[src/rtl/smm_pkg.sv]
// Purpose: Shared constants and carriers of the motion state manager
// Assumes: 32-bit APB, 11-bit positions, one 200 MHz clock
// Notes:   Offsets are byte addresses of aligned words
package smm_pkg;

	// -----------------------------------------------------------------
	// Register map
	// -----------------------------------------------------------------
	localparam logic [7:0] SMM_CTRL_OFS    = 8'h00;
	localparam logic [7:0] SMM_CMD_OFS     = 8'h04;
	localparam logic [7:0] SMM_POS_OFS     = 8'h08;
	localparam logic [7:0] SMM_PARAM_OFS   = 8'h0C;
	localparam logic [7:0] SMM_STATUS_OFS  = 8'h10;
	localparam logic [7:0] SMM_PHYS_OFS    = 8'h14;
	localparam logic [7:0] SMM_COIL_OFS    = 8'h18;
	localparam logic [7:0] SMM_RDPAR_OFS   = 8'h1C;

	// -----------------------------------------------------------------
	// Field positions
	// -----------------------------------------------------------------
	localparam int SMM_POS_W       = 11;
	localparam int SMM_VEL_W       = 4;
	localparam int SMM_CUR_W       = 4;
	localparam int SMM_TAG_LSB     = 0;
	localparam int SMM_SEC_LSB     = 16;
	localparam int SMM_VMAX_LSB    = 0;
	localparam int SMM_VMIN_LSB    = 4;
	localparam int SMM_ACC_LSB     = 8;
	localparam int SMM_IRUN_LSB    = 12;
	localparam int SMM_IHOLD_LSB   = 16;
	localparam int SMM_SHAPE_BIT   = 20;
	localparam int SMM_BOOSTD_BIT  = 21;
	localparam int SMM_STAB_LSB    = 22;
	localparam int SMM_DORM_BIT    = 24;

	// -----------------------------------------------------------------
	// Command codes written to the command register
	// -----------------------------------------------------------------
	localparam logic [3:0] SMM_CMD_SETPOS   = 4'h1;
	localparam logic [3:0] SMM_CMD_SHORTPOS = 4'h2;
	localparam logic [3:0] SMM_CMD_SECURE   = 4'h3;
	localparam logic [3:0] SMM_CMD_TWOPH    = 4'h4;
	localparam logic [3:0] SMM_CMD_SOFT     = 4'h5;
	localparam logic [3:0] SMM_CMD_HARD     = 4'h6;
	localparam logic [3:0] SMM_CMD_SLEEP    = 4'h7;
	localparam logic [3:0] SMM_CMD_STATUS   = 4'h8;
	localparam logic [3:0] SMM_CMD_FSTATUS  = 4'h9;
	localparam logic [3:0] SMM_CMD_PARAM    = 4'hA;
	localparam logic [3:0] SMM_CMD_DYNID    = 4'hB;
	localparam logic [3:0] SMM_CMD_TIMEOUT  = 4'hC;

	// -----------------------------------------------------------------
	// Reset values and timing
	// -----------------------------------------------------------------
	localparam logic [SMM_POS_W-1:0] SMM_SEC_DIS = 11'h400;
	localparam logic [31:0] SMM_PARAM_RST = 32'h0120_0000;
	localparam int SMM_CLK_MHZ     = 200;
	localparam int SMM_STAB_US0    = 1;
	localparam int SMM_STAB_CYC0   = SMM_STAB_US0 * SMM_CLK_MHZ;
	localparam int SMM_CNT_W       = 16;

	// -----------------------------------------------------------------
	// Types
	// -----------------------------------------------------------------
	typedef enum logic [3:0] {
		SMM_STANDBY, SMM_STOPPED, SMM_TRAVEL, SMM_TWOPH,
		SMM_DECEL, SMM_HARDSTOP, SMM_SHUTDOWN, SMM_SLEEP
	} smm_state_t;

	typedef struct packed {
		logic [SMM_VEL_W-1:0] vmax;
		logic [SMM_VEL_W-1:0] vmin;
		logic [SMM_VEL_W-1:0] acc;
		logic                 shape;
	} smm_motion_t;

	typedef struct packed {
		logic tsd;
		logic uv;
		logic eldef;
		logic warm;
		logic cold;
	} smm_phys_t;

	typedef struct packed {
		logic                 psel;
		logic                 penable;
		logic                 pwrite;
		logic [7:0]           paddr;
		logic [31:0]          pwdata;
	} smm_apb_req_t;

endpackage

[src/rtl/smm_stab_timer.sv]
// Purpose: Coil stabilization timer with four selectable lengths
// Assumes: Start is a one-cycle pulse on the block clock
// Notes:   Done pulses once when the selected count has elapsed
module smm_stab_timer
	import smm_pkg::*;
#(
	parameter int BASE_CYC = SMM_STAB_CYC0
) (
	input  wire logic       clk,   // Block clock
	input  wire logic       rst_n, // Sync reset, low
	input  wire logic       ce,    // Clock enable
	input  wire logic       start, // Begin a stabilization wait
	input  wire logic [1:0] sel,   // One of four lengths
	output logic            busy,  // Waiting
	output logic            done   // End pulse
);

	// Elaboration check: longest length must fit the counter
	if (BASE_CYC < 1 || BASE_CYC * 8 >= (1 << SMM_CNT_W)) begin
		$error("smm_stab_timer: BASE_CYC out of range");
	end

	typedef struct packed {
		logic [SMM_CNT_W-1:0] cnt;
		logic                 busy;
		logic                 done;
	} smm_tmr_t;

	smm_tmr_t st_reg;
	smm_tmr_t st_next;

	// -----------------------------------------------------------------
	// Length = BASE * 1,2,4,8 chosen by sel
	// -----------------------------------------------------------------
	function automatic logic [SMM_CNT_W-1:0] stab_len(input logic [1:0] s);
		stab_len = SMM_CNT_W'(BASE_CYC) << s;
	endfunction

	// Count down while busy
	always_comb begin
		st_next      = st_reg;
		st_next.done = 1'b0;
		if (start) begin
			st_next.busy = 1'b1;
			st_next.cnt  = stab_len(sel) - SMM_CNT_W'(1);
		end else if (st_reg.busy) begin
			if (st_reg.cnt == '0) begin
				st_next.busy = 1'b0;
				st_next.done = 1'b1;
			end else begin
				st_next.cnt = st_reg.cnt - SMM_CNT_W'(1);
			end
		end
	end

	// State register
	always_ff @(posedge clk) begin
		if (!rst_n)
			st_reg <= '0;
		else if (ce)
			st_reg <= st_next;
	end

	assign busy = st_reg.busy;
	assign done = st_reg.done;

endmodule

[src/rtl/smm_sync.sv]
// Purpose: Two-flop synchroniser for a bundle of pin levels
// Assumes: Inputs are slow levels from outside the clock domain
// Notes:   First stage is read only by the second
module smm_sync #(
	parameter int W = 5
) (
	input  wire logic         clk,   // Block clock
	input  wire logic         rst_n, // Sync reset, low
	input  wire logic         ce,    // Clock enable
	input  wire logic [W-1:0] d,     // Asynchronous levels
	output logic      [W-1:0] q      // Synchronised levels
);

	// Elaboration check of the width
	if (W < 1) begin
		$error("smm_sync: W must be positive");
	end

	logic [W-1:0] s1_reg;
	logic [W-1:0] s2_reg;

	// Two flip-flop stages
	always_ff @(posedge clk) begin
		if (!rst_n) begin
			s1_reg <= '0;
			s2_reg <= '0;
		end else if (ce) begin
			s1_reg <= d;
			s2_reg <= s1_reg;
		end
	end

	assign q = s2_reg;

endmodule

[src/rtl/smm_core.sv]
// Purpose: Motion state manager of a stepper positioner, APB slave
// Assumes: Position counter and drive stage are outside this block
// Notes:   Commands arrive as writes to the command register
//
// Contract
// Leaving sleep acts as full reset
// Standby entered right after power-on reset
// Two-phase motion uses own copied parameters
// Shape forced to one in second phase
// Full status reports normal velocity values
// Sleep request set by timeout/command, cleared next
// Shutdown held until thermal and stop flags clear
// Faults clear after status read, conditions normal
// Master avoids acc/vmin change during travel
// Two-phase parameter writes apply at next set-position
// Travel to sleep passes decel then stopped
// Stopped with request: sleep or secure travel
// Secure enable high unless most negative code
// Stop-origin set leaving stops, cleared in stopped
// Identifier command decoded except in sleep
// Position difference starts travel, lowest priority
// Step loss keeps positioning; cleared by status
// Dormancy allow zero forbids stopped to sleep
// Boost-disable zero raises currents when cold
// Warm temperature sets boost-disable back
// Motion start steps hold to run current
// Stop holds currents, then hold level, then ready
// Stabilization time has four bus settings
//
// Chosen here: the placing of the registers and the APB slave port.
module smm_core
	import smm_pkg::*;
#(
	parameter int STAB_BASE = SMM_STAB_CYC0
) (
	input  wire logic                 CLOCK,       // Block clock
	input  wire logic                 RSTN,        // Sync reset, low
	input  wire logic                 CE,          // Clock enable
	input  wire logic                 PSEL,        // APB select
	input  wire logic                 PENABLE,     // APB access phase
	input  wire logic                 PWRITE,      // APB write
	input  wire logic [7:0]           PADDR,       // APB byte address
	input  wire logic [31:0]          PWDATA,      // APB write data
	output logic      [31:0]          PRDATA,      // APB read data
	output logic                      PREADY,      // APB ready
	output logic                      PSLVERR,     // APB error
	input  wire logic [SMM_POS_W-1:0] ACT_POS,     // Actual position
	input  wire logic                 MOTION_DONE, // Motion finished
	input  wire logic                 STEP_LOSS_IN,// Step loss event
	input  wire smm_phys_t            PHYS,        // Pin conditions
	output logic      [SMM_POS_W-1:0] TARGET_POS,  // Target position
	output smm_motion_t               MOTION,      // Active motion set
	output logic      [SMM_CUR_W-1:0] COIL_LEVEL,  // Current set point
	output logic                      COIL_RUN,    // Run current on
	output logic                      COIL_FREEZE, // Hold DC level
	output logic                      BOOST_ON,    // Boost active
	output logic                      HBRIDGE_OFF, // Bridges Hi-Z
	output logic                      SLEEP_ACT,   // Sleep entered
	output logic                      DYNID_STB    // Id assign strobe
);

	// Elaboration check of the base count
	if (STAB_BASE < 1) begin
		$error("smm_core: STAB_BASE must be positive");
	end

	// -----------------------------------------------------------------
	// State of the block
	// -----------------------------------------------------------------
	typedef struct packed {
		smm_state_t           state;
		logic [SMM_POS_W-1:0] tag;
		logic [SMM_POS_W-1:0] sec;
		logic [31:0]          param;   // Normal RAM parameters
		logic [31:0]          pend;    // Writes held during two-phase
		logic                 pend_v;
		smm_motion_t          tp;      // Two-phase working set
		logic                 phase2;
		logic [SMM_POS_W-1:0] tp_tag2;
		logic                 sleep_req;
		logic                 stop_org;
		logic                 hs;
		logic                 tsd;
		logic                 uv;
		logic                 eldef;
		logic                 steploss;
		logic                 stab_wait;
		logic                 dynid;
		logic [31:0]          rdata;
	} smm_st_t;

	smm_st_t   r_reg;
	smm_st_t   r_next;
	smm_phys_t phys_s;
	logic      stab_busy;
	logic      stab_done;
	logic      stab_start;

	// Pin conditions pass two flip-flops
	smm_sync #(.W($bits(smm_phys_t))) u_sync (
		.clk   (CLOCK),
		.rst_n (RSTN),
		.ce    (CE),
		.d     (PHYS),
		.q     (phys_s)
	);

	// Stabilization timer with four lengths
	smm_stab_timer #(.BASE_CYC(STAB_BASE)) u_stab (
		.clk   (CLOCK),
		.rst_n (RSTN),
		.ce    (CE),
		.start (stab_start),
		.sel   (r_reg.param[SMM_STAB_LSB+:2]),
		.busy  (stab_busy),
		.done  (stab_done)
	);

	// -----------------------------------------------------------------
	// Decode helpers
	// -----------------------------------------------------------------
	function automatic smm_motion_t norm_set(input logic [31:0] p);
		norm_set.vmax  = p[SMM_VMAX_LSB+:SMM_VEL_W];
		norm_set.vmin  = p[SMM_VMIN_LSB+:SMM_VEL_W];
		norm_set.acc   = p[SMM_ACC_LSB+:SMM_VEL_W];
		norm_set.shape = p[SMM_SHAPE_BIT];
	endfunction

	function automatic logic is_status(input logic [3:0] c);
		is_status = (c == SMM_CMD_STATUS) || (c == SMM_CMD_FSTATUS);
	endfunction

	logic       apb_wr;
	logic       apb_rd;
	logic [3:0] cmd;
	logic       cmd_v;
	logic       sec_en;
	logic       phys_ok;

	assign apb_wr  = PSEL && PENABLE && PWRITE;
	assign apb_rd  = PSEL && PENABLE && !PWRITE;
	assign cmd     = PWDATA[3:0];
	assign cmd_v   = apb_wr && (PADDR == SMM_CMD_OFS) && CE;
	assign sec_en  = (r_reg.sec != SMM_SEC_DIS);
	assign phys_ok = !phys_s.tsd && !phys_s.uv && !phys_s.eldef;

	// -----------------------------------------------------------------
	// Next-state logic
	// -----------------------------------------------------------------
	always_comb begin
		r_next       = r_reg;
		r_next.dynid = 1'b0;
		stab_start   = 1'b0;
		// Physical faults latch
		if (phys_s.tsd)   r_next.tsd   = 1'b1;
		if (phys_s.uv)    r_next.uv    = 1'b1;
		if (phys_s.eldef) r_next.eldef = 1'b1;
		if (phys_s.eldef) r_next.hs    = 1'b1;
		// Warm die drops boost
		if (phys_s.warm)
			r_next.param[SMM_BOOSTD_BIT] = 1'b1;
		// Register writes
		if (apb_wr && PADDR == SMM_POS_OFS) begin
			r_next.sec = PWDATA[SMM_SEC_LSB+:SMM_POS_W];
		end
		if (apb_wr && PADDR == SMM_CTRL_OFS) begin
			r_next.param[SMM_STAB_LSB+:2] = PWDATA[SMM_STAB_LSB+:2];
			r_next.param[SMM_DORM_BIT]    = PWDATA[SMM_DORM_BIT];
		end
		// Bus commands, any one but sleep or timeout cancels a pending sleep request
		if (cmd_v && r_reg.state != SMM_SLEEP) begin
			r_next.sleep_req = 1'b0;
			case (cmd)
				SMM_CMD_SLEEP, SMM_CMD_TIMEOUT:
					r_next.sleep_req = 1'b1;
				SMM_CMD_PARAM:
					if (r_reg.state == SMM_TWOPH) begin
						r_next.pend   = PWDATA;
						r_next.pend_v = 1'b1;
					end else begin
						r_next.param = PWDATA;
					end
				SMM_CMD_SETPOS, SMM_CMD_SHORTPOS: begin
					// Step loss does not block positioning
					r_next.tag = PWDATA[16+:SMM_POS_W];
					if (r_reg.pend_v) begin
						r_next.param  = r_reg.pend;
						r_next.pend_v = 1'b0;
					end
				end
				SMM_CMD_SECURE:
					if (sec_en) r_next.tag = r_reg.sec;
				SMM_CMD_TWOPH:
					if (r_reg.state == SMM_STOPPED && !r_reg.stab_wait) begin
						r_next.state   = SMM_TWOPH;
						r_next.tp      = norm_set(r_reg.param);
						r_next.tp.vmax = PWDATA[4+:SMM_VEL_W];
						r_next.tag     = PWDATA[8+:SMM_POS_W];
						r_next.tp_tag2 = PWDATA[20+:SMM_POS_W];
						r_next.phase2  = 1'b0;
					end
				SMM_CMD_SOFT:
					if (r_reg.state == SMM_TRAVEL)
						r_next.state = SMM_DECEL;
				SMM_CMD_HARD:
					if (r_reg.state inside {SMM_TRAVEL, SMM_TWOPH,
						SMM_DECEL}) begin
						r_next.state    = SMM_HARDSTOP;
						r_next.hs       = 1'b1;
						r_next.steploss = 1'b1;
					end
				SMM_CMD_STATUS, SMM_CMD_FSTATUS: begin
					if (phys_ok) begin
						r_next.tsd   = 1'b0;
						r_next.uv    = 1'b0;
						r_next.eldef = 1'b0;
						r_next.hs    = 1'b0;
					end
					r_next.steploss = 1'b0;
				end
				SMM_CMD_DYNID:
					r_next.dynid = 1'b1;
				default: ;
			endcase
		end
		// Step loss set wins over a status clear
		if (STEP_LOSS_IN) r_next.steploss = 1'b1;
		// Status read snapshot, normal velocities only
		if (cmd_v && is_status(cmd))
			r_next.rdata = {20'h0, r_reg.param[SMM_ACC_LSB+:4],
				r_reg.param[SMM_VMIN_LSB+:4],
				r_reg.param[SMM_VMAX_LSB+:4]};
		// Stabilization after a finished travel, two-phase move or stop
		if (stab_done) r_next.stab_wait = 1'b0;
		// Priority encoder
		case (r_reg.state)
			SMM_STANDBY:
				r_next.state = SMM_STOPPED;
			SMM_STOPPED: begin
				r_next.stop_org = 1'b0;
				if (r_reg.tsd || r_reg.eldef)
					r_next.state = SMM_SHUTDOWN;
				else if (r_reg.sleep_req && !r_reg.stab_wait) begin
					if (!sec_en || ACT_POS == r_reg.sec || r_reg.stop_org) begin
						if (r_reg.param[SMM_DORM_BIT])
							r_next.state = SMM_SLEEP;
					end else begin
						r_next.tag   = r_reg.sec;
						r_next.state = SMM_TRAVEL;
					end
				end else if (ACT_POS != r_reg.tag && !r_reg.stab_wait)
					r_next.state = SMM_TRAVEL;
			end
			SMM_TRAVEL:
				if (r_reg.tsd || r_reg.sleep_req)
					r_next.state = SMM_DECEL;
				else if (MOTION_DONE) begin
					r_next.state     = SMM_STOPPED;
					r_next.stab_wait = 1'b1;
					stab_start       = 1'b1;
				end
			SMM_TWOPH:
				if (r_reg.tsd)
					r_next.state = SMM_DECEL;
				else if (MOTION_DONE && !r_reg.phase2) begin
					r_next.phase2 = 1'b1;
					r_next.tag    = r_reg.tp_tag2;
				end else if (MOTION_DONE) begin
					r_next.phase2    = 1'b0;
					r_next.state     = SMM_STOPPED;
					r_next.stab_wait = 1'b1;
					stab_start       = 1'b1;
				end
			SMM_DECEL, SMM_HARDSTOP:
				if (MOTION_DONE) begin
					r_next.state     = SMM_STOPPED;
					r_next.tag       = ACT_POS;
					r_next.stop_org  = 1'b1;
					r_next.phase2    = 1'b0;
					r_next.stab_wait = 1'b1;
					stab_start       = 1'b1;
				end
			SMM_SHUTDOWN: begin
				r_next.tag = ACT_POS;
				if (!r_reg.tsd && !r_reg.hs)
					r_next.state = SMM_STOPPED;
				else if (cmd_v && cmd == SMM_CMD_TIMEOUT)
					r_next.state = SMM_SLEEP;
			end
			SMM_SLEEP:
				// Wake acts as power-on reset
				if (cmd_v) r_next = '0;
			default:
				r_next.state = SMM_STANDBY;
		endcase
		if (r_reg.state == SMM_SLEEP && cmd_v) begin
			r_next.param = SMM_PARAM_RST;
			r_next.sec   = SMM_SEC_DIS;
		end
	end

	// State register
	always_ff @(posedge CLOCK) begin
		if (!RSTN) begin
			r_reg       <= '0;
			r_reg.param <= SMM_PARAM_RST;
			r_reg.sec   <= SMM_SEC_DIS;
		end else if (CE) begin
			r_reg <= r_next;
		end
	end

	// -----------------------------------------------------------------
	// Motion and coil outputs
	// -----------------------------------------------------------------
	smm_motion_t act_set;
	logic        cold_boost;

	always_comb begin
		act_set = (r_reg.state == SMM_TWOPH) ? r_reg.tp
			: norm_set(r_reg.param);
		if (r_reg.state == SMM_TWOPH && r_reg.phase2)
			act_set.shape = 1'b1;
	end

	assign cold_boost = !r_reg.param[SMM_BOOSTD_BIT] && phys_s.cold;
	assign MOTION      = act_set;
	assign TARGET_POS  = r_reg.tag;
	assign COIL_RUN    = r_reg.state inside {SMM_TRAVEL, SMM_TWOPH,
		SMM_DECEL, SMM_HARDSTOP};
	assign COIL_LEVEL  = COIL_RUN ? r_reg.param[SMM_IRUN_LSB+:SMM_CUR_W]
		: r_reg.param[SMM_IHOLD_LSB+:SMM_CUR_W];
	assign COIL_FREEZE = stab_busy;
	assign BOOST_ON    = cold_boost;
	assign HBRIDGE_OFF = (r_reg.state == SMM_SHUTDOWN);
	assign SLEEP_ACT   = (r_reg.state == SMM_SLEEP);
	assign DYNID_STB   = r_reg.dynid;

	// -----------------------------------------------------------------
	// APB read side
	// -----------------------------------------------------------------
	always_comb begin
		case (PADDR)
			SMM_CTRL_OFS:   PRDATA = {7'h0, r_reg.param[SMM_DORM_BIT],
				r_reg.param[SMM_STAB_LSB+:2], 22'h0};
			SMM_POS_OFS:    PRDATA = {5'h0, r_reg.sec, 5'h0, r_reg.tag};
			SMM_PARAM_OFS:  PRDATA = r_reg.param;
			SMM_STATUS_OFS: PRDATA = {16'h0, 4'(r_reg.state),
				r_reg.pend_v, r_reg.phase2, r_reg.stop_org, r_reg.sleep_req,
				sec_en, r_reg.steploss, r_reg.hs, r_reg.eldef,
				r_reg.uv, r_reg.tsd, r_reg.stab_wait, 1'b0};
			SMM_PHYS_OFS:   PRDATA = {27'h0, phys_s};
			SMM_COIL_OFS:   PRDATA = {25'h0, BOOST_ON, COIL_FREEZE,
				COIL_RUN, COIL_LEVEL};
			SMM_RDPAR_OFS:  PRDATA = r_reg.rdata;
			SMM_CMD_OFS:    PRDATA = 32'h0000_0000;
			default:        PRDATA = 32'h0000_0000;
		endcase
	end

	assign PREADY  = 1'b1;
	assign PSLVERR = PSEL && PENABLE && !(PADDR inside {SMM_CTRL_OFS,
		SMM_CMD_OFS, SMM_POS_OFS, SMM_PARAM_OFS, SMM_STATUS_OFS,
		SMM_PHYS_OFS, SMM_COIL_OFS, SMM_RDPAR_OFS});

endmodule

[config.mk]
export PLATFORM = sky130hd
export DESIGN_NAME = smm_core
export DESIGN_NICKNAME = d
export VERILOG_FILES = /design/src/rtl/smm_pkg.sv /design/src/rtl/smm_stab_timer.sv /design/src/rtl/smm_sync.sv /design/src/rtl/smm_core.sv
export SDC_FILE = /design/constraint.sdc
export NUM_CORES = 1
export LEC_CHECK = 0
export ABC_AREA = 1
export CAP_MARGIN = 25
export CORE_AREA = 2 2 173 175
export DETAILED_ROUTE_END_ITERATION = 10
export DIE_AREA = 0 0 175 177
export DONT_BUFFER_PORTS = 1
export SYNTH_ARGS = -nofsm -noshare
export SYNTH_HDL_FRONTEND = slang
export SYNTH_SLANG_ARGS = --single-unit
[constraint.sdc]
create_clock -name CLOCK -period 2.6 [get_ports CLOCK]
set_clock_uncertainty 0.15 [all_clocks]
set_input_delay 0.65 -clock CLOCK [delete_from_list [all_inputs] [get_ports CLOCK]]
set_output_delay 0.65 -clock CLOCK [all_outputs]
set_load 0.005 [all_outputs]
==> flow_summary_export.csv <==
group,metric,value,unit
layout,syn_to_final_growth,17.73,%
drt,drc,0,
floorplan,die_x,175,um
global_routing,grtUsageTotal,0.2854,
drt,viasPerCell,5.473,
synth,syn_area,11440,sq um
power_and_ir_drop,pwr_density_cell,466.2,nW/um^2
power_and_ir_drop,p_clk_frac,0.416,
layout,largest_reg_flops,145,
power_and_ir_drop,vdd_drop_max,0.4809,mV
hold_path,hold_class,"input port to flop",
sta,tns,-0.01762,ns
clocking,clock-sinks,185,
critical_path,r2r_start,"r_reg[156]",
sta,setup_viol_count_final,1,
critical_path,critPathLaunchType,"flop",
sta,drv_slew,0,
floorplan,num_rows,63,
synth,netlist_instances,1753,
sta,timing.final.ws_setup,-0.01762,ns
power_and_ir_drop,p_comb_frac,0.115,
critical_path,cp-startpoint,"r_reg[156]",
synth,yosysSeqAreaShare,0.3238,
clocking,cts_root_buf,"clkbuf_16",
synth,synth_top_family_by_area,"simple AND/OR/NAND/NOR gates",
synth,synth.area.mux_share,0,
synth,synthSimpleGateAreaFrac,0.3008,
floorplan,floorplan.initialDensity,0.3911,
clocking,cts_buffers,17,
clocking,cts_tree,"yes",
drt,ant_nets,0,
synth,synth_cell_types,55,
power_and_ir_drop,seqPwrFrac,0.469,
synth,yosysTopAreaCell,"dfxtp_1",
place,placed_cell_area,12410,sq um
sta,fin_crit,2.618,ns
place,place_congestion,0.9887,
sta,finalHoldViolCount,0,
critical_path,cp_max_fo,8,
critical_path,worstSetupPathType,"flop to output pin",
sta,tightestPinTransition,0.9370,ns
sta,max_slew_margin,0.3730,
synth,ys_warn_count,0,
synth,synthTopCellsByCount,"433 x nand2_1, 226 x inv_1, 185 x dfxtp_1",
critical_path,cp.required,1.80,ns
synth,synth_fp_nets,1823,
clocking,clock_latency,0.45,ns
critical_path,critPathArrivalTime,1.82,ns
clocking,htreeDepth,4,
sta,period_share,1.007,
sta,timing.fmax,0.3820,GHz
layout,post_route_cells_drive_above_1_share,0.1721,
synth,ys_ff_latch,185,
floorplan,ios,132,
place,portBuffers,0,
synth,synth_most_common_cell,"nand2_1",
synth,synth_ff_type,"dfxtp_1",
place,dpl_worst_slack,-0.1196,ns
drt,first_iter_violations,1260,
power_and_ir_drop,internal-power,0.004457,W
power_and_ir_drop,leakage,5.748,nW
drt,dr.pass1.iters,8,
power_and_ir_drop,p_sw,0.001821,W
clocking,clockBufferDepth,2,
floorplan,coreArea,29240,sq um
critical_path,r2r_end,"r_reg[102]",
critical_path,cp-end-kind,"output pin",
global_routing,grt_max_degree,50,
synth,synth-edff-count,0,
clocking,path_clk_slew,0.07,ns
hold_path,hold_path_end,"r_reg[120]",
synth,synth_compound_area_frac,0.2134,
synth,synth_xor_xnor_area_share,0.02297,
synth,syn_area_per_cell,6.524,sq um
drt,route.vias.total,12123,
clocking,postCtsHoldBufs,0,
layout,final_nets,1881,
synth,synth_area_leaders,"dfxtp_1 32%, nand2_1 14%, inv_1 7.4%, o21ai_0 6.7%, nor2_1 4.8%",
hold_path,hold_depth,2,
floorplan,die_area,30980,sq um
drt,wl_per_cell,20.10,um
status,status,"finished, violations left",
drt,wirelength,44510,um
place,dp_hpwl,33410,um
critical_path,rrSetupSlack,0.19,ns
global_routing,grt_pass1_wl,67560,um
layout,design_area,13470,sq um
global_routing,antenna_found_initial,1,
critical_path,r2r_cells,11,
global_routing,overflow,0,
job,max-cap-violations,0,
synth,synth_fa_ha_area_frac,0.006564,
sta,rsz0062_at_grt,"yes",
floorplan,die_h,177,um
global_routing,grt_pass1_vias,11249,
synth,synth_top_area_share,0.3238,
power_and_ir_drop,p_sw_frac,0.2900,
synth,async_reset_ff_frac,0,
hold_path,worstHoldStart,"CE",
status,violations,"setup timing",
## worst max path at each step
stage | endpoint | slack, ns | cells past startpoint
3_3_place_gp | r_reg[71] | -0.01 | 13
6_report | PRDATA[3] | -0.02 | 10
4_1_cts | PRDATA[3] | -0.02 | 10
2_1_floorplan | PRDATA[21] | 0.02 | 6
3_5_place_dp | r_reg[76] | -0.12 | 13
5_1_grt | PRDATA[3] | -0.08 | 10
## routing by layer
layer	vias to the layer above	global-route usage	wire [um]
met5	-	0	0
met4	0	0.1038	1609
met3	81	0.08527	4486
met2	497	0.4524	19980
met1	5672	0.3675	18440
li1	5873	-	-
## metrics by stage
step | cells | total power, W | hold WS (ns) | utilization
floorplan | 1753 | 0.003493 | 0.2672 | -
global placement | 2168 | 0.003690 | 0.2773 | 0.4243
detailed placement | 2168 | 0.003693 | 0.2850 | 0.4243
CTS | 2207 | 0.006282 | 0.1683 | 0.4481
global route | 2214 | 0.006524 | 0.1824 | 0.4604
finish | 2215 | 0.006277 | 0.1778 | 0.4604
## cell families after synthesis
kind of cell	after synthesis
simple gates	785
compound gates	400
buf+inv	346
flops	185
xor+xnor	30
fa+ha+maj	6
other cells	1
## worst max-delay path, cell delays in order (launching register included)
cell and delay, ns:
dfxtp_2 0.34, buf_6 0.12, nor2_4 0.11, nand2_2 0.09
nand2_4 0.15, buf_6 0.14, nand2_2 0.04, o21ai_1 0.07
buf_4 0.17, nand2_2 0.05, nand3_2 0.08
## power groups by stage
stage	Clock [W]	Sequential (W)	Combinational (W)
6_report	0.00261	0.00294	0.000725
5_1_grt	0.00277	0.00294	0.000810
4_1_cts	0.00265	0.00294	0.000697
3_5_place_dp	0	0.00301	0.000686
3_3_place_gp	0	0.00301	0.000683
2_1_floorplan	0	0.00297	0.000525
## repair_timing
| action | 4_1_cts | 5_1_grt |
|---|---|---|
| setup buffers | 7 | 7 |
| gates resized for setup | 30 | 78 |
| cloned | 0 | 0 |
| pin swaps | 4 | 15 |
| endpoints found under the setup margin | 36 | 56 |
## cell usage in the layout (no fill, tap or decap), types with 9 or more instances in the layout
master       n
o21ai_2     15
o221ai_2    15
nor2_1     142
o22ai_1     40
nand2_1    419
nand2_2     16
nor2_4       9
o21ai_1     43
xor2_1       9
a221oi_1    13
nand3_1     90
inv_1      218
clkbuf_16   17
buf_12       9
dfxtp_1    181
o21ai_0    132
xnor2_1     21
inv_2       17
nand4_1     27
nand3_2     10
a21oi_1     78
nand3b_1    10
nor3_1      33
a211oi_1    21
buf_4      127
## cell type report
cell class | instances | area (sq um)
Fill cell | 2985 | 15780
Multi-Input combinational cell | 1222 | 6548
Sequential cell | 185 | 3711
Timing Repair Buffer | 144 | 1231
Inverter | 241 | 918.4
Tap cell | 390 | 488.0
Clock buffer | 18 | 429.2
Clock inverter | 14 | 137.6
Antenna cell | 1 | 2.502
Note: power is estimated with default switching activity, not from simulation.
